**config.mk**
```make
export PLATFORM = sky130hd
export DESIGN_NAME = tic_top
export DESIGN_NICKNAME = d
export VERILOG_FILES = /design/src/hdl/tic_pkg.sv /design/src/hdl/tic_prescale.sv /design/src/hdl/tic_modcnt.sv /design/src/hdl/tic_top.sv
export SDC_FILE = /design/constraint.sdc
export NUM_CORES = 1
export LEC_CHECK = 0
export BUFFER_PORTS_ARGS = -buffer_cell sky130_fd_sc_hd__buf_4
export CAP_MARGIN = 20
export CORE_ASPECT_RATIO = 0.5
export CORE_UTILIZATION = 59
export CTS_CLUSTER_SIZE = 24
export DETAILED_ROUTE_END_ITERATION = 7
export PLACE_DENSITY = 0.78
export SETUP_SLACK_MARGIN = 0.3
export SLEW_MARGIN = 5
export SYNTH_ARGS = -nofsm -noshare
export SYNTH_HDL_FRONTEND = slang
export SYNTH_HIERARCHICAL = 1
export SYNTH_SLANG_ARGS = --single-unit
```
**constraint.sdc**
```tcl
create_clock -name clk_i -period 6.8 [get_ports clk_i]
set_input_delay 0.34 -clock clk_i [delete_from_list [all_inputs] [get_ports clk_i]]
set_output_delay 0.34 -clock clk_i [all_outputs]
set_load 0.02 [all_outputs]
```
**src/hdl/tic_pkg.sv**
```systemverilog
// Constants and types of the time interval counter.
// Assumes an 8-bit special function register port and one 40 MHz clock.
package tic_pkg;

  // ****************************************
  // Register offsets
  // ****************************************
  localparam logic [7:0] OFF_CTRL = 8'ha1;
  localparam logic [7:0] OFF_FRAC = 8'ha2;
  localparam logic [7:0] OFF_SEC = 8'ha3;
  localparam logic [7:0] OFF_MIN = 8'ha4;
  localparam logic [7:0] OFF_HOUR = 8'ha5;
  localparam logic [7:0] OFF_TARGET = 8'ha6;

  // ****************************************
  // Control register fields
  // ****************************************
  localparam int BIT_TIME_CLOCK_ENABLE = 0;
  localparam int BIT_INTERVAL_ENABLE = 1;
  localparam int BIT_FLAG = 2;
  localparam int BIT_SINGLE = 3;
  localparam int BIT_TB_LO = 4;
  localparam int BIT_TB_HI = 5;
  localparam int BIT_H24 = 6;
  localparam logic [7:0] RST_REG = 8'h00;

  // ****************************************
  // Counting limits and timing
  // ****************************************
  localparam logic [7:0] MAX_FRAC = 8'h7f;
  localparam logic [7:0] MAX_SEC = 8'h3b;
  localparam logic [7:0] MAX_MIN = 8'h3b;
  localparam logic [7:0] MAX_H24 = 8'h17;
  localparam logic [7:0] MAX_H256 = 8'hff;
  localparam int CLK_HZ = 40_000_000;
  localparam int TICK_PERIOD_NS = 7_812_500;
  localparam int FRAC_DIV_CYCLES = TICK_PERIOD_NS * (CLK_HZ / 1_000_000) / 1000;
  localparam logic [15:0] IRQ_VECTOR = 16'h0053;

  typedef enum logic [1:0] {
    TB_FRAC = 2'b00,
    TB_SEC = 2'b01,
    TB_MIN = 2'b10,
    TB_HOUR = 2'b11
  } tic_timebase_t;

  typedef struct packed {
    logic [7:0] addr;
    logic wr;
    logic [7:0] wdata;
  } tic_sfr_req_t;

endpackage

```
**src/hdl/tic_prescale.sv**
```systemverilog
// Divider that makes the 1/128 second tick from the core clock.
// Assumes clr_i holds it at zero while the time clock is off.
`timescale 1ns/100ps
module tic_prescale #(
  parameter int DIV = 312500
) (
  input wire logic clk_i,
  input wire logic rst_n_i,
  input wire logic clr_i,
  output logic tick_o
);
  import tic_pkg::*;

  localparam int W = $clog2(DIV);
  localparam logic [W-1:0] LAST = W'(DIV - 1);

  logic [W-1:0] div_q;

  always_ff @(posedge clk_i or negedge rst_n_i) begin
    if (!rst_n_i) begin
      div_q <= '0;
      tick_o <= 1'b0;
    end else if (clr_i) begin
      div_q <= '0;
      tick_o <= 1'b0;
    end else begin
      tick_o <= (div_q == LAST);
      div_q <= (div_q == LAST) ? '0 : div_q + W'(1);
    end
  end
endmodule

```
**src/hdl/tic_modcnt.sv**
```systemverilog
// Loadable modulo counter used for each time register.
// Assumes load_i only while counting is stopped.
`timescale 1ns/100ps
module tic_modcnt #(
  parameter int W = 8
) (
  input wire logic clk_i,
  input wire logic rst_n_i,
  input wire logic clr_i,
  input wire logic load_i,
  input wire logic [W-1:0] load_val_i,
  input wire logic inc_i,
  input wire logic [W-1:0] max_i,
  output logic [W-1:0] count_o,
  output logic wrap_o
);
  import tic_pkg::*;

  // Out of range preload still rolls over
  assign wrap_o = inc_i && (count_o >= max_i);

  always_ff @(posedge clk_i or negedge rst_n_i) begin
    if (!rst_n_i) begin
      count_o <= '0;
    end else if (clr_i) begin
      count_o <= '0;
    end else if (load_i) begin
      count_o <= load_val_i;
    end else if (inc_i) begin
      count_o <= wrap_o ? '0 : count_o + W'(1);
    end
  end
endmodule

```
**src/hdl/tic_top.sv**
```systemverilog
// Time interval counter: cascaded time registers, interval counter, flag.
// Assumes a same-clock register port and interrupt controller inputs.
`timescale 1ns/100ps

module tic_top #(
  parameter int FRAC_DIV = tic_pkg::FRAC_DIV_CYCLES
) (
  input wire logic clk_i,
  input wire logic rst_n_i,
  input wire tic_pkg::tic_sfr_req_t sfr_req_i,
  input wire logic irq_enable_i,
  input wire logic core_power_down_i,
  output logic [7:0] sfr_rdata_o,
  output logic irq_o,
  output logic wake_o,
  output logic [15:0] irq_vector_o
);
  import tic_pkg::*;

  function automatic logic hit(input logic [7:0] a, input logic [7:0] off);
    hit = (a == off);
  endfunction

  // ****************************************
  // Control register
  // ****************************************
  logic time_clock_enable_q;
  logic interval_enable_q;
  logic flag_q;
  logic single_q;
  logic sel24_q;
  tic_timebase_t tb_q;
  logic [7:0] target_q;
  logic [7:0] ival_q;
  logic ctrl_wr;
  logic time_clock_enable_fall;
  logic timeout;
  logic [7:0] wd;

  assign wd = sfr_req_i.wdata;
  assign ctrl_wr = sfr_req_i.wr && hit(sfr_req_i.addr, OFF_CTRL);
  assign time_clock_enable_fall = ctrl_wr && time_clock_enable_q && !wd[BIT_TIME_CLOCK_ENABLE];

  always_ff @(posedge clk_i or negedge rst_n_i) begin
    if (!rst_n_i) begin
      time_clock_enable_q <= 1'b0;
      single_q <= 1'b0;
      sel24_q <= 1'b0;
      tb_q <= TB_FRAC;
    end else if (ctrl_wr) begin
      time_clock_enable_q <= wd[BIT_TIME_CLOCK_ENABLE];
      single_q <= wd[BIT_SINGLE];
      sel24_q <= wd[BIT_H24];
      tb_q <= tic_timebase_t'(wd[BIT_TB_HI:BIT_TB_LO]);
    end
  end

  always_ff @(posedge clk_i or negedge rst_n_i) begin
    if (!rst_n_i) begin
      interval_enable_q <= 1'b0;
    end else if (ctrl_wr) begin
      interval_enable_q <= wd[BIT_INTERVAL_ENABLE];
    end else if (timeout && single_q) begin
      interval_enable_q <= 1'b0;
    end
  end

  // Match sets flag even on the clearing write
  always_ff @(posedge clk_i or negedge rst_n_i) begin
    if (!rst_n_i) begin
      flag_q <= 1'b0;
    end else if (timeout) begin
      flag_q <= 1'b1;
    end else if (ctrl_wr) begin
      flag_q <= wd[BIT_FLAG];
    end
  end

  always_ff @(posedge clk_i or negedge rst_n_i) begin
    if (!rst_n_i) begin
      target_q <= RST_REG;
    end else if (sfr_req_i.wr && hit(sfr_req_i.addr, OFF_TARGET)) begin
      target_q <= wd;
    end
  end

  // ****************************************
  // Time registers
  // ****************************************
  logic tick128;
  logic [7:0] time_cnt [4];
  logic [3:0] time_wrap;
  logic [3:0] time_inc;
  logic [7:0] time_max [4];

  // Free of the core power-down input
  tic_prescale #(
    .DIV(FRAC_DIV)
  ) u_prescale (
    .clk_i(clk_i),
    .rst_n_i(rst_n_i),
    .clr_i(!time_clock_enable_q),
    .tick_o(tick128)
  );

  assign time_max[0] = MAX_FRAC;
  assign time_max[1] = MAX_SEC;
  assign time_max[2] = MAX_MIN;
  assign time_max[3] = sel24_q ? MAX_H24 : MAX_H256;
  assign time_inc[0] = tick128 && time_clock_enable_q;

  genvar gi;
  generate
    for (gi = 0; gi < 4; gi++) begin : g_time
      if (gi > 0) begin : g_carry
        assign time_inc[gi] = time_wrap[gi-1];
      end
      tic_modcnt #(
        .W(8)
      ) u_cnt (
        .clk_i(clk_i),
        .rst_n_i(rst_n_i),
        .clr_i(time_clock_enable_fall),
        .load_i(sfr_req_i.wr && !time_clock_enable_q &&
                hit(sfr_req_i.addr, OFF_FRAC + 8'(gi))),
        .load_val_i(wd),
        .inc_i(time_inc[gi]),
        .max_i(time_max[gi]),
        .count_o(time_cnt[gi]),
        .wrap_o(time_wrap[gi])
      );
    end
  endgenerate

  // ****************************************
  // Interval counter
  // ****************************************
  logic tick_sel;

  always_comb begin
    case (tb_q)
      TB_FRAC: tick_sel = time_inc[0];
      TB_SEC: tick_sel = time_inc[1];
      TB_MIN: tick_sel = time_inc[2];
      TB_HOUR: tick_sel = time_inc[3];
      default: tick_sel = 1'b0;
    endcase
  end

  assign timeout = interval_enable_q && tick_sel && (ival_q + 8'h01 == target_q);

  always_ff @(posedge clk_i or negedge rst_n_i) begin
    if (!rst_n_i) begin
      ival_q <= 8'h00;
    end else if (!interval_enable_q) begin
      ival_q <= 8'h00;
    end else if (timeout) begin
      ival_q <= 8'h00;
    end else if (tick_sel) begin
      ival_q <= ival_q + 8'h01;
    end
  end

  // ****************************************
  // Read port and interrupt outputs
  // ****************************************
  always_ff @(posedge clk_i or negedge rst_n_i) begin
    if (!rst_n_i) begin
      sfr_rdata_o <= RST_REG;
    end else begin
      case (sfr_req_i.addr)
        OFF_CTRL: sfr_rdata_o <= {1'b0, sel24_q, tb_q, single_q, flag_q, interval_enable_q, time_clock_enable_q};
        OFF_FRAC: sfr_rdata_o <= time_cnt[0];
        OFF_SEC: sfr_rdata_o <= time_cnt[1];
        OFF_MIN: sfr_rdata_o <= time_cnt[2];
        OFF_HOUR: sfr_rdata_o <= time_cnt[3];
        OFF_TARGET: sfr_rdata_o <= target_q;
        default: sfr_rdata_o <= 8'h00;
      endcase
    end
  end

  always_ff @(posedge clk_i or negedge rst_n_i) begin
    if (!rst_n_i) begin
      irq_o <= 1'b0;
      wake_o <= 1'b0;
      irq_vector_o <= 16'h0000;
    end else begin
      irq_o <= flag_q && irq_enable_i;
      wake_o <= flag_q && irq_enable_i && core_power_down_i;
      irq_vector_o <= IRQ_VECTOR;
    end
  end
endmodule

```
== Word level (Yosys, flattened, before mapping) ==
Index checks and enable logic that the tools add are counted.
Word-level totals
  register bits: 86
  bits of input ports: 21
Cells by class
  $add $sub $neg: 6
  $lt $le $gt $ge: 4
  equal/unequal tests: 12
  muxes and demuxes: 29
  reduce and logical (&&, ||, !) cells: 28
Operator list (count)
  8-bit two-way mux: 20
  8-bit == test (second input constant): 6
  8-bit case mux with 6 select lines: 1
  8-bit by 1-bit adder with 8-bit output (second input constant): 5
  19-bit two-way mux: 2
  19-bit by 1-bit adder with 19-bit output (second input constant): 1
  19-bit == test (second input constant): 1
  1-bit logical AND: 19
  8-bit by 6-bit >= comparator with 1-bit output (second input constant): 2
  3-bit nonzero test: 4
  8-bit == test: 1
  8-bit by 7-bit >= comparator with 1-bit output (second input constant): 1
  8-bit >= comparator: 1
  1-bit two-way mux: 5
  2-bit == test (second input constant): 2
  1-bit case mux with 4 select lines: 1
  2-bit nonzero test: 2
  3-bit by 1-bit inequality test with 1-bit output (second input constant): 1
  2-bit by 1-bit == test with 1-bit output (second input constant): 1
  1-bit zero test: 2
  2-bit zero test: 1

== Logic depth before layout (Yosys ltp) ==
Gate-level depths: netlist of run 1.
  depth in word-level cells: 10
  mapped depth: 20

== Cells and area by module ==
Netlist of run 1, hierarchy kept.
By module, submodules not included
  tic_modcnt: times used 4, cells each 87, area each 735.7 µm²
  tic_top: times used 1, cells each 226, area each 2199.6 µm²
  tic_prescale: times used 1, cells each 104, area each 1021.0 µm²

== Worst setup path before layout of run 1 ==
OpenSTA, ideal clock, no wires.
  kind: register -> register
  from: register g_time[0].u_cnt.count_o[7]
  to: register ival_q[2]
  library setup time: 0.150 ns
  arrival: 4.768 ns
  data required time: 6.650 ns
  slack: 1.882 ns
  cell stages (with the launch flop): 19
  buffers on the path: 4
  clock period less this slack: 4.918 ns
  cells stage by stage: dfrtp_1 > ha_1 > nand3_1 > or4_1 > buf_6 > o21ai_0 > nand2_1 > or4_1 > buf_6 > o21ai_0 > nand2_1 > or4_1 > buf_6 > o21ai_0 > mux4_2 > buf_2 > inv_1 > nor4_1 > nor3b_1
On the way
  cells in the longest elaborated chain, start to end: 9
Ends and longest elaborated chain
  start: declaration: RTL line tic_modcnt.sv:14  | output logic [W-1:0] count_o,
  start signal: assignment: RTL line tic_modcnt.sv:28  | count_o <= load_val_i;
  start signal: assignment: RTL line tic_modcnt.sv:30  | count_o <= wrap_o ? '0 : count_o + W'(1);
  8-bit by 7-bit >= comparator with 1-bit output (*): RTL line tic_modcnt.sv:20  | assign wrap_o = inc_i && (count_o >= max_i);
  1-bit logical AND (*): RTL line tic_modcnt.sv:20
  net time_inc[1]: RTL line tic_top.sv:93  | logic [3:0] time_inc;
  1-bit logical AND (*): RTL line tic_modcnt.sv:20
  net time_inc[2]: RTL line tic_top.sv:93
  1-bit logical AND (*): RTL line tic_modcnt.sv:20
  net time_inc[3]: RTL line tic_top.sv:93
  1-bit case mux with 4 select lines (*): RTL line tic_top.sv:141  | case (tb_q)
  1-bit logical AND (2 in series): RTL line tic_top.sv:150  | assign timeout = interval_enable_q && tick_sel && (ival_q + 8'h01 == target_q);
  8-bit two-way mux: RTL line tic_top.sv:157  | end else if (timeout) begin
  8-bit two-way mux: RTL line tic_top.sv:155  | end else if (!interval_enable_q) begin
  end signal: assignment: RTL line tic_top.sv:160  | ival_q <= ival_q + 8'h01;
  end: declaration: RTL line tic_top.sv:34  | logic [7:0] ival_q;
Mark *: on every way through the listed nets, which the timed path passes. The rest lies on a longest branch.
A chain may end at the register's enable or synchronous reset.

== Worst setup path in the final report of run 1 ==
  from: register g_time[0].u_cnt.count_o[7]
  to: register ival_q[5]
Same word-level chain as after synthesis.

==> flow_summary.html, run 1 <==
<table>
<tr><th>Metric</th><th>Value</th></tr>
<tr><th colspan="2">GRT</th></tr>
<tr><td>Number of global-route vias before repair</td><td>5124</td></tr>
<tr><td>GRT overflow</td><td>0</td></tr>
<tr><td>Global-route wire length before repair</td><td>25300 µm</td></tr>
<tr><td>Antenna violations before repair</td><td>0</td></tr>
<tr><td>Total Routing Usage GR</td><td>30.1%</td></tr>
<tr><td>Pin count of the biggest net entering global routing</td><td>49</td></tr>
<tr><th colspan="2">Setup path</th></tr>
<tr><td>Minimum setup slack among reg-to-reg paths</td><td>1.21 ns</td></tr>
<tr><td>Cells along the critical path</td><td>ha_1, nand3_1, or4_1, o21ai_0, nand2_1, or4_1, o21ai_0, buf_4, nand2_1, or4_1, o21ai_0, buf_4, mux4_2, inv_1, nor4_1, nor3b_1</td></tr>
<tr><td>Kind of capture point of the worst setup path</td><td>flip-flop</td></tr>
<tr><td>CP delay by family, top</td><td>simple AND/OR/NAND/NOR gates</td></tr>
<tr><td>Required time reported for the critical path endpoint</td><td>6.99 ns</td></tr>
<tr><td>Bufs and invs on worst path</td><td>3</td></tr>
<tr><td>Arrival time at the worst endpoint</td><td>5.78 ns</td></tr>
<tr><td>CP max stage delay</td><td>0.73 ns</td></tr>
<tr><td>Cells on worst reg2reg path</td><td>16</td></tr>
<tr><td>Top fanout value on the critical path</td><td>10</td></tr>
<tr><td>Source of the worst register-to-register timing path</td><td>g_time[0].u_cnt/count_o[7]</td></tr>
<tr><td>Startpoint types</td><td>flip-flop</td></tr>
<tr><td>Worst Setup Path Type</td><td>reg -&gt; reg</td></tr>
<tr><td>Critical register-to-register path endpoint</td><td>ival_q[5]</td></tr>
<tr><td>Critical-path cell with the highest stage delay</td><td>sky130_fd_sc_hd__nor4_1</td></tr>
<tr><th colspan="2">Job</th></tr>
<tr><td>Count of maximum capacitance violations</td><td>0</td></tr>
<tr><th colspan="2">STA</th></tr>
<tr><td>Slew headroom</td><td>39.7%</td></tr>
<tr><td>Final slew viol count</td><td>0</td></tr>
<tr><td>Post-layout minimum cycle time</td><td>5.59 ns</td></tr>
<tr><td>Maximum clock skew at final layout</td><td>0.00741 ns</td></tr>
<tr><td>Setup repair after global routing missed its margin</td><td>false</td></tr>
<tr><td>Tightest Pin Transition</td><td>0.895 ns</td></tr>
<tr><td>Accumulated negative setup slack</td><td>0 ns</td></tr>
<tr><td>Total setup violations reported at the end of the flow</td><td>0</td></tr>
<tr><td>Maximum clock rate</td><td>179 MHz</td></tr>
<tr><td>Share of the clock period used by the worst path after layout</td><td>82.2%</td></tr>
<tr><td>Hold Fails Final Rpt</td><td>0</td></tr>
<tr><th colspan="2">Detailed routing</th></tr>
<tr><td>Post-Route WL</td><td>15000 µm</td></tr>
<tr><td>Number of optimization iterations in the first detailed-route pass</td><td>5</td></tr>
<tr><td>Detailed-route via count</td><td>5381</td></tr>
<tr><td>Drt wl/cell</td><td>17.3 µm</td></tr>
<tr><td>Average via count per standard cell</td><td>6.20</td></tr>
<tr><td>Post-route DRC violation count</td><td>0</td></tr>
<tr><td>First DRT Iteration DRCs</td><td>495</td></tr>
<tr><td>Post-DRT Antenna Nets</td><td>0</td></tr>
<tr><th colspan="2">Final layout</th></tr>
<tr><td>Number of inserted diodes</td><td>0</td></tr>
<tr><td>Layout filler cell count</td><td>764</td></tr>
<tr><td>Area Overhead vs Synth</td><td>12.1%</td></tr>
<tr><td>Fraction of layout instances using a drive strength above 1</td><td>11.9%</td></tr>
<tr><td>Number of cells in the finished layout apart from fillers</td><td>868</td></tr>
<tr><td>Total Nets Final</td><td>787</td></tr>
<tr><th colspan="2">Placement</th></tr>
<tr><td>Half-perimeter wire length after detailed placement</td><td>10800 µm</td></tr>
<tr><td>RePlAce Congestion</td><td>0.909</td></tr>
<tr><td>PortBufs</td><td>34</td></tr>
<tr><td># placed instances</td><td>851</td></tr>
<tr><th colspan="2">Synth</th></tr>
<tr><td>Synthesized area divided by synthesized cell count</td><td>9.10 µm²</td></tr>
<tr><td>Warning count from the yosys run</td><td>6</td></tr>
<tr><td>Number of instances in the synthesized netlist</td><td>677</td></tr>
<tr><td>Cell area after technology mapping</td><td>6160 µm²</td></tr>
<tr><th colspan="2">Floorplanning</th></tr>
<tr><td>Area enclosed by the die boundary</td><td>10900 µm²</td></tr>
<tr><td>Die height</td><td>74.2 µm</td></tr>
<tr><td>Die extent in x</td><td>146 µm</td></tr>
<tr><td>IO Pins</td><td>47</td></tr>
<tr><td>Core Region</td><td>9790 µm²</td></tr>
<tr><td>Initial cell density of the core</td><td>62.9%</td></tr>
<tr><td>Number of core rows</td><td>25</td></tr>
<tr><th colspan="2">CTS</th></tr>
<tr><td>H-tree Lvls</td><td>3</td></tr>
<tr><td>Root buffer selected by CTS</td><td>sky130_fd_sc_hd__clkbuf_16</td></tr>
<tr><td>Total CTS buffers</td><td>9</td></tr>
<tr><td>CTS clock-pin slew for the worst setup and hold paths</td><td>0.06 ns</td></tr>
<tr><td>Sink Count</td><td>86</td></tr>
<tr><td>CTS tree</td><td>yes</td></tr>
<tr><td>Clock insertion delay at the later pin of the skew report</td><td>0.35 ns</td></tr>
<tr><td>Maximum buffer depth of the clock tree</td><td>2</td></tr>
<tr><th colspan="2">Hold path</th></tr>
<tr><td>Beginning of the worst hold path</td><td>irq_enable_i</td></tr>
<tr><td>Number of cells on the worst hold path</td><td>2</td></tr>
<tr><td>Hold WC Path Type</td><td>in -&gt; reg</td></tr>
<tr><td>Terminating pin of the worst hold path</td><td>irq_o</td></tr>
<tr><th colspan="2">Power</th></tr>
<tr><td>Post-route total power</td><td>1.36 mW</td></tr>
<tr><td>Highest ir drop seen on vdd</td><td>0.000123 V</td></tr>
<tr><td>Leakage power of the design</td><td>3.21 nW</td></tr>
<tr><td>Power per cell area</td><td>198 nW/µm²</td></tr>
<tr><th colspan="2">Outcome</th></tr>
<tr><td>Result of the run</td><td>finished, final reports clean</td></tr>
</table>
final cells by class:
| cell class | count | area [µm²] | share of cell area (%) |
|---|---|---|---|
| clock buffers | 11 | 253 | 3.66 |
| inverters | 70 | 263 | 3.81 |
| well taps | 135 | 169 | 2.45 |
| clock inverters | 5 | 129 | 1.87 |
| flip-flops and latches | 86 | 2150 | 31.2 |
| multi-input cells | 519 | 3620 | 52.4 |
| repair buffers | 42 | 318 | 4.60 |
state kept, by name (all words and copies together), names as in the netlist:
register,cells
g_time.u_cnt/count_o,32
u_prescale/div_q,19
ival_q,8
sfr_rdata_o,8
target_q,8
tb_q,2
flag_q,1
interval_enable_q,1
irq_o,1
irq_vector_o,1
sel24_q,1
single_q,1
time_clock_enable_q,1
u_prescale/tick_o,1
wake_o,1
what timing repair did:
item | CTS | global route
hold endpoints to repair | 38 | 0
setup buffers | 0 | 0
gates resized for setup | 0 | 0
hold buffers | 1 | 0
worst register-to-register path, stage by stage (launching register included):
cell                      delay (ns)
sky130_fd_sc_hd__dfrtp_1        0.42
sky130_fd_sc_hd__ha_1           0.34
sky130_fd_sc_hd__nand3_1        0.09
sky130_fd_sc_hd__or4_1          0.66
sky130_fd_sc_hd__o21ai_0        0.41
sky130_fd_sc_hd__nand2_1        0.10
sky130_fd_sc_hd__or4_1          0.64
sky130_fd_sc_hd__o21ai_0        0.17
sky130_fd_sc_hd__buf_4          0.20
sky130_fd_sc_hd__nand2_1        0.05
sky130_fd_sc_hd__or4_1          0.60
sky130_fd_sc_hd__o21ai_0        0.14
sky130_fd_sc_hd__buf_4          0.20
sky130_fd_sc_hd__mux4_2         0.41
sky130_fd_sc_hd__inv_1          0.14
sky130_fd_sc_hd__nor4_1         0.73
sky130_fd_sc_hd__nor3b_1        0.13
routing by layer:
metal / global-route usage (%) / wire length [µm]
met1: 39.0 / 6420
met3: 7.06 / 1230
met4: 11.0 / 340
met2: 50.5 / 7030
met5: 0 / 0
worst max path at each step:
stage / startpoint / cells past startpoint / to / slack, ns
finish: g_time[0].u_cnt/count_o[7] / 16 / ival_q[5] / 1.21
global route: g_time[0].u_cnt/count_o[0] / 18 / ival_q[5] / 0.83
CTS: g_time[0].u_cnt/count_o[7] / 16 / ival_q[5] / 1.26
detailed placement: g_time[0].u_cnt/count_o[7] / 16 / ival_q[5] / 1.35
global placement: g_time[0].u_cnt/count_o[7] / 16 / ival_q[4] / 1.47
floorplan: g_time[0].u_cnt/count_o[7] / 18 / ival_q[2] / 1.88
cells in the final DEF (no fill, tap or decap), types with 14 or more instances in the layout:
| cell | n |
|---|---|
| sky130_fd_sc_hd__nor4_1 | 14 |
| sky130_fd_sc_hd__o21ai_0 | 15 |
| sky130_fd_sc_hd__and3_1 | 14 |
| sky130_fd_sc_hd__inv_1 | 66 |
| sky130_fd_sc_hd__dfrtp_1 | 86 |
| sky130_fd_sc_hd__xnor2_1 | 23 |
| sky130_fd_sc_hd__a21oi_1 | 30 |
| sky130_fd_sc_hd__xor2_1 | 15 |
| sky130_fd_sc_hd__nand3_1 | 24 |
| sky130_fd_sc_hd__a221oi_1 | 24 |
| sky130_fd_sc_hd__buf_4 | 41 |
| sky130_fd_sc_hd__nor2_1 | 42 |
| sky130_fd_sc_hd__nand2_1 | 39 |
| sky130_fd_sc_hd__nand4_1 | 22 |
| sky130_fd_sc_hd__ha_1 | 38 |
| sky130_fd_sc_hd__conb_1 | 41 |
power by group:
group | switching, mW | internal [mW]
registers | 0.0318 | 0.539
clock network | 0.207 | 0.417
logic | 0.100 | 0.0691
metrics by stage:
| step | area [µm²] | setup WS, ns | hold WS, ns | utilization [%] |
|---|---|---|---|---|
| after floorplan | 6300 | 1.88 | 0.0444 | - |
| after global placement | 6510 | 1.47 | 0.341 | 66.5 |
| after detailed placement | 6510 | 1.35 | 0.338 | 66.5 |
| after CTS | 6900 | 1.26 | 0.211 | 70.5 |
| after global routing | 6900 | 0.830 | 0.208 | 70.5 |
| final | 6900 | 1.21 | 0.216 | 70.5 |
Note: power is estimated with default switching activity, not from simulation.
==> run 2, diff against run 1 <==
--- a/config.mk
+++ b/config.mk
@@ -8,10 +8,10 @@
 export BUFFER_PORTS_ARGS = -buffer_cell sky130_fd_sc_hd__buf_4
 export CAP_MARGIN = 20
 export CORE_ASPECT_RATIO = 0.5
-export CORE_UTILIZATION = 59
+export CORE_UTILIZATION = 55
 export CTS_CLUSTER_SIZE = 24
 export DETAILED_ROUTE_END_ITERATION = 7
-export PLACE_DENSITY = 0.78
+export PLACE_DENSITY = 0.77
 export SETUP_SLACK_MARGIN = 0.3
 export SLEW_MARGIN = 5
 export SYNTH_ARGS = -nofsm -noshare
==> constraint.sdc (replaced) <==
create_clock -name clk_i -period 5.05 [get_ports clk_i]
set_input_delay 0.2525 -clock clk_i [delete_from_list [all_inputs] [get_ports clk_i]]
set_output_delay 0.2525 -clock clk_i [all_outputs]
set_load 0.02 [all_outputs]
==> run 2 against run 1 <==
Against the previous run:
- clock skew barely moved
- combinational power is 37% higher
- core utilization fell by 5.0 points
- sequential share of layout area about the same
- first-iteration DRC count rose by 13%
- wire length up 2.4%
- largest cell class unchanged
- highest routed layer unchanged
==> flow_summary.html, run 2 (synthesis gave the netlist of run 1 again) <==
<table>
<tr><th>Metric</th><th>Value</th></tr>
<tr><th colspan="2">Floorplanning</th></tr>
<tr><td>Core Region</td><td>10500 µm²</td></tr>
<tr><td>Initial cell density of the core</td><td>58.4%</td></tr>
<tr><td>Number of core rows</td><td>26</td></tr>
<tr><td>IO Pins</td><td>47</td></tr>
<tr><td>Area enclosed by the die boundary</td><td>11700 µm²</td></tr>
<tr><td>Die height</td><td>76.8 µm</td></tr>
<tr><td>Die extent in x</td><td>152 µm</td></tr>
<tr><th colspan="2">Final layout</th></tr>
<tr><td>Commonest cells after routing, fill and taps aside</td><td>sky130_fd_sc_hd__dfrtp_1 (86), sky130_fd_sc_hd__inv_1 (66), sky130_fd_sc_hd__buf_4 (49), sky130_fd_sc_hd__nor2_1 (42), sky130_fd_sc_hd__conb_1 (41)</td></tr>
<tr><td>Commonest non-fill, non-tap cell in the layout</td><td>sky130_fd_sc_hd__dfrtp_1</td></tr>
<tr><td>Area Overhead vs Synth</td><td>12.1%</td></tr>
<tr><td>Registers with the most flip-flops</td><td>g_time.u_cnt/count_o x32, u_prescale/div_q x19</td></tr>
<tr><td>Number of inserted diodes</td><td>0</td></tr>
<tr><td>Max FFs per register</td><td>32</td></tr>
<tr><td>Register with the highest flop count</td><td>g_time.u_cnt/count_o</td></tr>
<tr><td>Final core occ</td><td>65.5%</td></tr>
<tr><td>Fraction of layout instances using a drive strength above 1</td><td>13.4%</td></tr>
<tr><td>Total Nets Final</td><td>795</td></tr>
<tr><th colspan="2">STA</th></tr>
<tr><td>Final slew viol count</td><td>0</td></tr>
<tr><td>Post-layout minimum cycle time</td><td>4.48 ns</td></tr>
<tr><td>Accumulated negative setup slack</td><td>0 ns</td></tr>
<tr><td>Tightest Pin Transition</td><td>1.02 ns</td></tr>
<tr><td>Total setup violations reported at the end of the flow</td><td>0</td></tr>
<tr><td>Share of the clock period used by the worst path after layout</td><td>88.7%</td></tr>
<tr><td>Slew headroom</td><td>31.4%</td></tr>
<tr><td>Setup repair after global routing missed its margin</td><td>false</td></tr>
<tr><td>Maximum clock skew at final layout</td><td>0.00784 ns</td></tr>
<tr><td>Maximum clock rate</td><td>223 MHz</td></tr>
<tr><td>Hold Fails Final Rpt</td><td>0</td></tr>
<tr><th colspan="2">Power</th></tr>
<tr><td>Clock network power share</td><td>38.5%</td></tr>
<tr><td>Power share of the sequential group</td><td>47.3%</td></tr>
<tr><td>Comb power frac</td><td>14.2%</td></tr>
<tr><td>Leakage power of the design</td><td>3.19 nW</td></tr>
<tr><td>Net Switching</td><td>0.473 mW</td></tr>
<tr><td>Highest ir drop seen on vdd</td><td>0.000179 V</td></tr>
<tr><td>P_int</td><td>1.15 mW</td></tr>
<tr><td>Fraction of power spent switching nets</td><td>29.1%</td></tr>
<tr><td>Power per cell area</td><td>236 nW/µm²</td></tr>
<tr><th colspan="2">Setup path</th></tr>
<tr><td>Startpoint types</td><td>flip-flop</td></tr>
<tr><td>Kind of capture point of the worst setup path</td><td>flip-flop</td></tr>
<tr><td>Minimum setup slack among reg-to-reg paths</td><td>0.57 ns</td></tr>
<tr><td>Cells on worst reg2reg path</td><td>16</td></tr>
<tr><td>Worst Setup Path Type</td><td>reg -&gt; reg</td></tr>
<tr><td>Top fanout value on the critical path</td><td>8</td></tr>
<tr><td>Required time reported for the critical path endpoint</td><td>5.24 ns</td></tr>
<tr><td>Arrival time at the worst endpoint</td><td>4.67 ns</td></tr>
<tr><td>Critical register-to-register path endpoint</td><td>g_time[3].u_cnt/count_o[3]</td></tr>
<tr><td>Source of the worst register-to-register timing path</td><td>g_time[0].u_cnt/count_o[0]</td></tr>
<tr><th colspan="2">Placement</th></tr>
<tr><td>Half-perimeter wire length after detailed placement</td><td>10900 µm</td></tr>
<tr><td>PortBufs</td><td>34</td></tr>
<tr><td>RePlAce Congestion</td><td>0.902</td></tr>
<tr><th colspan="2">GRT</th></tr>
<tr><td>Total Routing Usage GR</td><td>28.3%</td></tr>
<tr><td>Global-route wire length before repair</td><td>25500 µm</td></tr>
<tr><td>Number of global-route vias before repair</td><td>5013</td></tr>
<tr><td>Antenna violations before repair</td><td>0</td></tr>
<tr><td>Pin count of the biggest net entering global routing</td><td>50</td></tr>
<tr><td>GRT overflow</td><td>0</td></tr>
<tr><th colspan="2">CTS</th></tr>
<tr><td>Clock insertion delay at the later pin of the skew report</td><td>0.35 ns</td></tr>
<tr><td>CTS tree</td><td>yes</td></tr>
<tr><td>Total CTS buffers</td><td>9</td></tr>
<tr><td>H-tree Lvls</td><td>3</td></tr>
<tr><td>Sink Count</td><td>86</td></tr>
<tr><td>Root buffer selected by CTS</td><td>sky130_fd_sc_hd__clkbuf_16</td></tr>
<tr><td>CTS clock-pin slew for the worst setup and hold paths</td><td>0.07 ns</td></tr>
<tr><td>Maximum buffer depth of the clock tree</td><td>2</td></tr>
<tr><th colspan="2">Hold path</th></tr>
<tr><td>Number of cells on the worst hold path</td><td>2</td></tr>
<tr><td>Hold WC Path Type</td><td>in -&gt; reg</td></tr>
<tr><td>Beginning of the worst hold path</td><td>irq_enable_i</td></tr>
<tr><td>Terminating pin of the worst hold path</td><td>irq_o</td></tr>
<tr><th colspan="2">Outcome</th></tr>
<tr><td>Result of the run</td><td>finished, final reports clean</td></tr>
<tr><th colspan="2">Detailed routing</th></tr>
<tr><td>Drt wl/cell</td><td>17.4 µm</td></tr>
<tr><td>Post-route DRC violation count</td><td>0</td></tr>
<tr><td>Post-Route WL</td><td>15400 µm</td></tr>
<tr><td>First DRT Iteration DRCs</td><td>559</td></tr>
<tr><td>Detailed-route via count</td><td>5366</td></tr>
<tr><td>Post-DRT Antenna Nets</td><td>0</td></tr>
<tr><td>Average via count per standard cell</td><td>6.09</td></tr>
<tr><td>Number of optimization iterations in the first detailed-route pass</td><td>5</td></tr>
<tr><th colspan="2">Job</th></tr>
<tr><td>Count of maximum capacitance violations</td><td>0</td></tr>
</table>
run 2: cell count changes in the layout (fill, tap and decap cells not counted), sizes merged:
cell / delta
inv: +1
bufinv: -4
clkbuf: -1
clkinv: -1
buf: +8
clkinvlp: +5
run 2: metrics by stage:
| step | instances | instance area [µm²] | worst slack, ns | hold slack [ns] | power [mW] |
|---|---|---|---|---|---|
| 6_report | 881 | 6900 | 0.570 | 0.125 | 1.63 |
| 5_1_grt | 881 | 6900 | 0.355 | 0.131 | 1.71 |
| 4_1_cts | 878 | 6850 | 0.308 | 0.120 | 1.64 |
| 3_5_place_dp | 861 | 6560 | 0.140 | 0.252 | 1.01 |
| 3_3_place_gp | 861 | 6560 | 0.261 | 0.250 | 1.00 |
| 2_1_floorplan | 716 | 6310 | 0.306 | -0.0431 | 0.939 |
run 2: cell type report:
class,instances,area [µm²]
Tap cell,140,175
Timing Repair Buffer,50,378
Clock buffer,10,229
Clock inverter,6,47.5
Multi-Input combinational cell,519,3650
Fill cell,877,3640
Inverter,70,267
Sequential cell,86,2150
run 2: critical path, cell delays in order (launching register included):
cell,delay (ns)
sky130_fd_sc_hd__dfrtp_1,0.43
sky130_fd_sc_hd__inv_1,0.09
sky130_fd_sc_hd__ha_1,0.27
sky130_fd_sc_hd__nand2b_1,0.10
sky130_fd_sc_hd__a2111oi_0,0.10
sky130_fd_sc_hd__or4_4,0.49
sky130_fd_sc_hd__o21ai_1,0.17
sky130_fd_sc_hd__nand2_1,0.07
sky130_fd_sc_hd__or4_1,0.49
sky130_fd_sc_hd__o21ai_0,0.20
sky130_fd_sc_hd__nand2_1,0.10
sky130_fd_sc_hd__or4_4,0.56
sky130_fd_sc_hd__o21ai_4,0.16
sky130_fd_sc_hd__nand2_1,0.09
sky130_fd_sc_hd__or4_1,0.62
sky130_fd_sc_hd__and4b_1,0.25
sky130_fd_sc_hd__o2bb2ai_1,0.13
run 2: repair_timing:
| item | in CTS | in global routing |
|---|---|---|
| endpoints found under the setup margin | 11 | 17 |
| resized for setup | 1 | 5 |
| hold buffers | 1 | 0 |
| endpoints found under the hold margin | 37 | 0 |
| setup buffers | 0 | 3 |
run 2: routing by layer:
layer	vias up	global-route usage, %	wire length (µm)
li1	2558	-	-
met3	31	5.77	1420
met4	0	8.51	309
met2	211	43.2	6820
met1	2566	40.2	6820
met5	-	0	0
run 2: power by group through the flow:
stage / clock, mW / sequential (mW) / combinational, mW
final: 0.626 / 0.770 / 0.231
after global routing: 0.666 / 0.776 / 0.264
after CTS: 0.641 / 0.769 / 0.230
after detailed placement: 0 / 0.781 / 0.228
after global placement: 0 / 0.779 / 0.221
after floorplan: 0 / 0.769 / 0.169
run 2: worst max path at each step:
stage,start,end,slack (ns)
4_1_cts,g_time[0].u_cnt/count_o[7],ival_q[2],0.31
5_1_grt,g_time[0].u_cnt/count_o[0],g_time[3].u_cnt/count_o[3],0.36
2_1_floorplan,g_time[0].u_cnt/count_o[7],ival_q[7],0.31
6_report,g_time[0].u_cnt/count_o[0],g_time[3].u_cnt/count_o[3],0.57
3_3_place_gp,g_time[0].u_cnt/count_o[7],ival_q[4],0.26
3_5_place_dp,g_time[0].u_cnt/count_o[7],ival_q[2],0.14
==> run 3, diff against run 2 <==
==> constraint.sdc (replaced) <==
create_clock -name clk_i -period 5.05 [get_ports clk_i]
set_input_delay 0 -clock clk_i [delete_from_list [all_inputs] [get_ports clk_i]]
set_output_delay 0 -clock clk_i [all_outputs]
set_load 0.02 [all_outputs]
==> run 3 against run 2 <==
Against the previous run:
- hold slack lost 0.034 ns
- clock skew shrank 0.00073 ns
- combinational power grew 3%
- critical endpoint unchanged
==> flow_summary.html, run 3 (synthesis gave the netlist of run 1 again) <==
<table>
<tr><th>Metric</th><th>Value</th></tr>
<tr><th colspan="2">STA</th></tr>
<tr><td>Maximum clock rate</td><td>224 MHz</td></tr>
<tr><td>Maximum clock skew at final layout</td><td>0.00711 ns</td></tr>
<tr><td>Setup repair after global routing missed its margin</td><td>false</td></tr>
<tr><td>Share of the clock period used by the worst path after layout</td><td>88.4%</td></tr>
<tr><td>Post-layout minimum cycle time</td><td>4.46 ns</td></tr>
<tr><td>Total setup violations reported at the end of the flow</td><td>0</td></tr>
<tr><td>Accumulated negative setup slack</td><td>0 ns</td></tr>
<tr><td>Tightest Pin Transition</td><td>1.00 ns</td></tr>
<tr><td>Worst Setup Slack, final</td><td>0.586 ns</td></tr>
<tr><td>Slew headroom</td><td>32.9%</td></tr>
<tr><td>Hold Fails Final Rpt</td><td>0</td></tr>
<tr><td>Final slew viol count</td><td>0</td></tr>
<tr><th colspan="2">Floorplanning</th></tr>
<tr><td>IO Pins</td><td>47</td></tr>
<tr><td>Die extent in x</td><td>152 µm</td></tr>
<tr><td>Die height</td><td>76.8 µm</td></tr>
<tr><td>Area enclosed by the die boundary</td><td>11700 µm²</td></tr>
<tr><td>Core Region</td><td>10500 µm²</td></tr>
<tr><td>Number of core rows</td><td>26</td></tr>
<tr><td>Initial cell density of the core</td><td>58.4%</td></tr>
<tr><th colspan="2">Final layout</th></tr>
<tr><td>Commonest cells after routing, fill and taps aside</td><td>sky130_fd_sc_hd__dfrtp_1 (86), sky130_fd_sc_hd__inv_1 (66), sky130_fd_sc_hd__buf_4 (49), sky130_fd_sc_hd__nor2_1 (42), sky130_fd_sc_hd__conb_1 (41)</td></tr>
<tr><td>Final Instance Area</td><td>7000 µm²</td></tr>
<tr><td>Area Overhead vs Synth</td><td>13.7%</td></tr>
<tr><td>Number of inserted diodes</td><td>0</td></tr>
<tr><td>Fraction of layout instances using a drive strength above 1</td><td>13.2%</td></tr>
<tr><td>Number of cells in the finished layout apart from fillers</td><td>891</td></tr>
<tr><td>Commonest non-fill, non-tap cell in the layout</td><td>sky130_fd_sc_hd__dfrtp_1</td></tr>
<tr><td>Total Nets Final</td><td>805</td></tr>
<tr><td>Max FFs per register</td><td>32</td></tr>
<tr><td>Register with the highest flop count</td><td>g_time.u_cnt/count_o</td></tr>
<tr><td>Registers with the most flip-flops</td><td>g_time.u_cnt/count_o x32, u_prescale/div_q x19</td></tr>
<tr><th colspan="2">CTS</th></tr>
<tr><td>Sink Count</td><td>86</td></tr>
<tr><td>CTS clock-pin slew for the worst setup and hold paths</td><td>0.07 ns</td></tr>
<tr><td>Maximum buffer depth of the clock tree</td><td>2</td></tr>
<tr><td>CTS tree</td><td>yes</td></tr>
<tr><td>Root buffer selected by CTS</td><td>sky130_fd_sc_hd__clkbuf_16</td></tr>
<tr><td>Clock insertion delay at the later pin of the skew report</td><td>0.35 ns</td></tr>
<tr><td>H-tree Lvls</td><td>3</td></tr>
<tr><td>Total CTS buffers</td><td>9</td></tr>
<tr><th colspan="2">Detailed routing</th></tr>
<tr><td>Average via count per standard cell</td><td>6.08</td></tr>
<tr><td>First DRT Iteration DRCs</td><td>521</td></tr>
<tr><td>Detailed-route via count</td><td>5415</td></tr>
<tr><td>Post-route DRC violation count</td><td>0</td></tr>
<tr><td>Post-DRT Antenna Nets</td><td>0</td></tr>
<tr><td>Number of optimization iterations in the first detailed-route pass</td><td>5</td></tr>
<tr><td>Post-Route WL</td><td>15500 µm</td></tr>
<tr><td>Drt wl/cell</td><td>17.4 µm</td></tr>
<tr><th colspan="2">Setup path</th></tr>
<tr><td>Count of cell instances traversed by the critical path</td><td>16</td></tr>
<tr><td>CP delay by family, top</td><td>simple AND/OR/NAND/NOR gates</td></tr>
<tr><td>Worst Setup Path Type</td><td>reg -&gt; reg</td></tr>
<tr><td>Capturing element of the worst setup path</td><td>g_time[3].u_cnt/count_o[3]</td></tr>
<tr><td>Top fanout value on the critical path</td><td>8</td></tr>
<tr><td>Critical register-to-register path endpoint</td><td>g_time[3].u_cnt/count_o[3]</td></tr>
<tr><td>Kind of capture point of the worst setup path</td><td>flip-flop</td></tr>
<tr><td>Arrival time at the worst endpoint</td><td>4.65 ns</td></tr>
<tr><td>Source of the worst register-to-register timing path</td><td>g_time[0].u_cnt/count_o[0]</td></tr>
<tr><td>Cells along the critical path</td><td>inv_1, ha_1, nand2b_1, a2111oi_0, or4_4, o21ai_1, nand2_1, or4_1, o21ai_0, nand2_1, or4_4, o21ai_4, nand2_1, or4_1, and4b_1, o2bb2ai_1</td></tr>
<tr><td>Cells on worst reg2reg path</td><td>16</td></tr>
<tr><td>Startpoint types</td><td>flip-flop</td></tr>
<tr><td>Required time reported for the critical path endpoint</td><td>5.24 ns</td></tr>
<tr><td>Minimum setup slack among reg-to-reg paths</td><td>0.59 ns</td></tr>
<tr><td>Library cell appearing most often on the critical path</td><td>sky130_fd_sc_hd__nand2_1</td></tr>
<tr><td>CP max stage delay</td><td>0.62 ns</td></tr>
<tr><td>Start point of the critical path</td><td>g_time[0].u_cnt/count_o[0]</td></tr>
<tr><td>Bufs and invs on worst path</td><td>1</td></tr>
<tr><td>Critical-path cell with the highest stage delay</td><td>sky130_fd_sc_hd__or4_1</td></tr>
<tr><th colspan="2">GRT</th></tr>
<tr><td>Global-route wire length before repair</td><td>25700 µm</td></tr>
<tr><td>GRT overflow</td><td>0</td></tr>
<tr><td>Antenna violations before repair</td><td>0</td></tr>
<tr><td>Total Routing Usage GR</td><td>28.5%</td></tr>
<tr><td>Number of global-route vias before repair</td><td>5069</td></tr>
<tr><td>Pin count of the biggest net entering global routing</td><td>50</td></tr>
<tr><th colspan="2">Power</th></tr>
<tr><td>P_int</td><td>1.16 mW</td></tr>
<tr><td>Power per cell area</td><td>233 nW/µm²</td></tr>
<tr><td>Post-route total power</td><td>1.63 mW</td></tr>
<tr><td>Clock network power share</td><td>38.3%</td></tr>
<tr><td>Highest ir drop seen on vdd</td><td>0.000179 V</td></tr>
<tr><td>Fraction of power spent switching nets</td><td>29.0%</td></tr>
<tr><td>Comb power frac</td><td>14.6%</td></tr>
<tr><td>Leakage power of the design</td><td>3.23 nW</td></tr>
<tr><td>Power share of the sequential group</td><td>47.1%</td></tr>
<tr><td>Net Switching</td><td>0.474 mW</td></tr>
<tr><th colspan="2">Placement</th></tr>
<tr><td># placed instances</td><td>861</td></tr>
<tr><td>Cell area reported after detailed placement</td><td>6560 µm²</td></tr>
<tr><td>PortBufs</td><td>34</td></tr>
<tr><td>RePlAce Congestion</td><td>0.902</td></tr>
<tr><td>Pre-CTS setup slack</td><td>0.140 ns</td></tr>
<tr><td>Half-perimeter wire length after detailed placement</td><td>10900 µm</td></tr>
<tr><th colspan="2">Hold path</th></tr>
<tr><td>Number of cells on the worst hold path</td><td>3</td></tr>
<tr><td>Hold WC Path Type</td><td>in -&gt; reg</td></tr>
<tr><th colspan="2">Outcome</th></tr>
<tr><td>Result of the run</td><td>finished, final reports clean</td></tr>
<tr><th colspan="2">Job</th></tr>
<tr><td>Count of maximum capacitance violations</td><td>0</td></tr>
</table>
==> run 3: power by group through the flow <==
stage / sequential (mW) / combinational, mW / clock, mW
finish: 0.770 / 0.238 / 0.625
global route: 0.776 / 0.271 / 0.667
CTS: 0.769 / 0.236 / 0.641
detailed placement: 0.781 / 0.228 / 0
global placement: 0.779 / 0.221 / 0
floorplan: 0.769 / 0.169 / 0
==> run 3: worst min-delay path by stage <==
stage,slack (ns),to,from
final,0.09,sfr_rdata_o[7],sfr_req_i[12]
after global routing,0.11,sfr_rdata_o[7],sfr_req_i[12]
after CTS,0.07,sfr_rdata_o[4],sfr_req_i[12]
after detailed placement,-0.00005,sfr_rdata_o[3],rst_n_i
after global placement,-0.002,irq_vector_o[0],rst_n_i
after floorplan,-0.30,flag_q,rst_n_i
==> run 3: per-stage QoR <==
| stage | hold WS [ns] | utilization [%] |
|---|---|---|
| 6_report | 0.0915 | 66.4 |
| 5_1_grt | 0.110 | 66.4 |
| 4_1_cts | 0.0722 | 66.0 |
| 3_3_place_gp | -0.00232 | 62.3 |
| 3_5_place_dp | -0.0000472 | 62.3 |
| 2_1_floorplan | -0.296 | - |
==> run 3: routing by layer <==
layer	share of wire [%]	routed length, µm	track usage, %
met1	45	6910	39.7
met5	0	0	0
met2	45	6980	43.8
met4	1.7	257	7.33
met3	8.7	1350	7.38
==> run 3: worst min-delay path, delay by kind of cell <==
kind / cells / cell delay, ns
buffers and inverters: 1 / 0.09
AND/OR/NAND/NOR: 1 / 0.09
AO/OA/AOI/OAI: 1 / 0.22
==> run 3: layout make-up <==
type	instances	area, µm²
multi-input combinational	519	3650
clock inverter	6	47.5
inverter	70	267
timing repair buffer	60	478
sequential	86	2150
fill	859	3540
tap	140	175
clock buffer	10	229
==> run 3: repair_timing <==
item / in CTS / in global routing
setup buffers: 0 / 3
endpoints found under the setup margin: 11 / 17
hold buffers: 11 / 0
resized for setup: 1 / 5
cloned: 0 / 0
endpoints found under the hold margin: 72 / 0
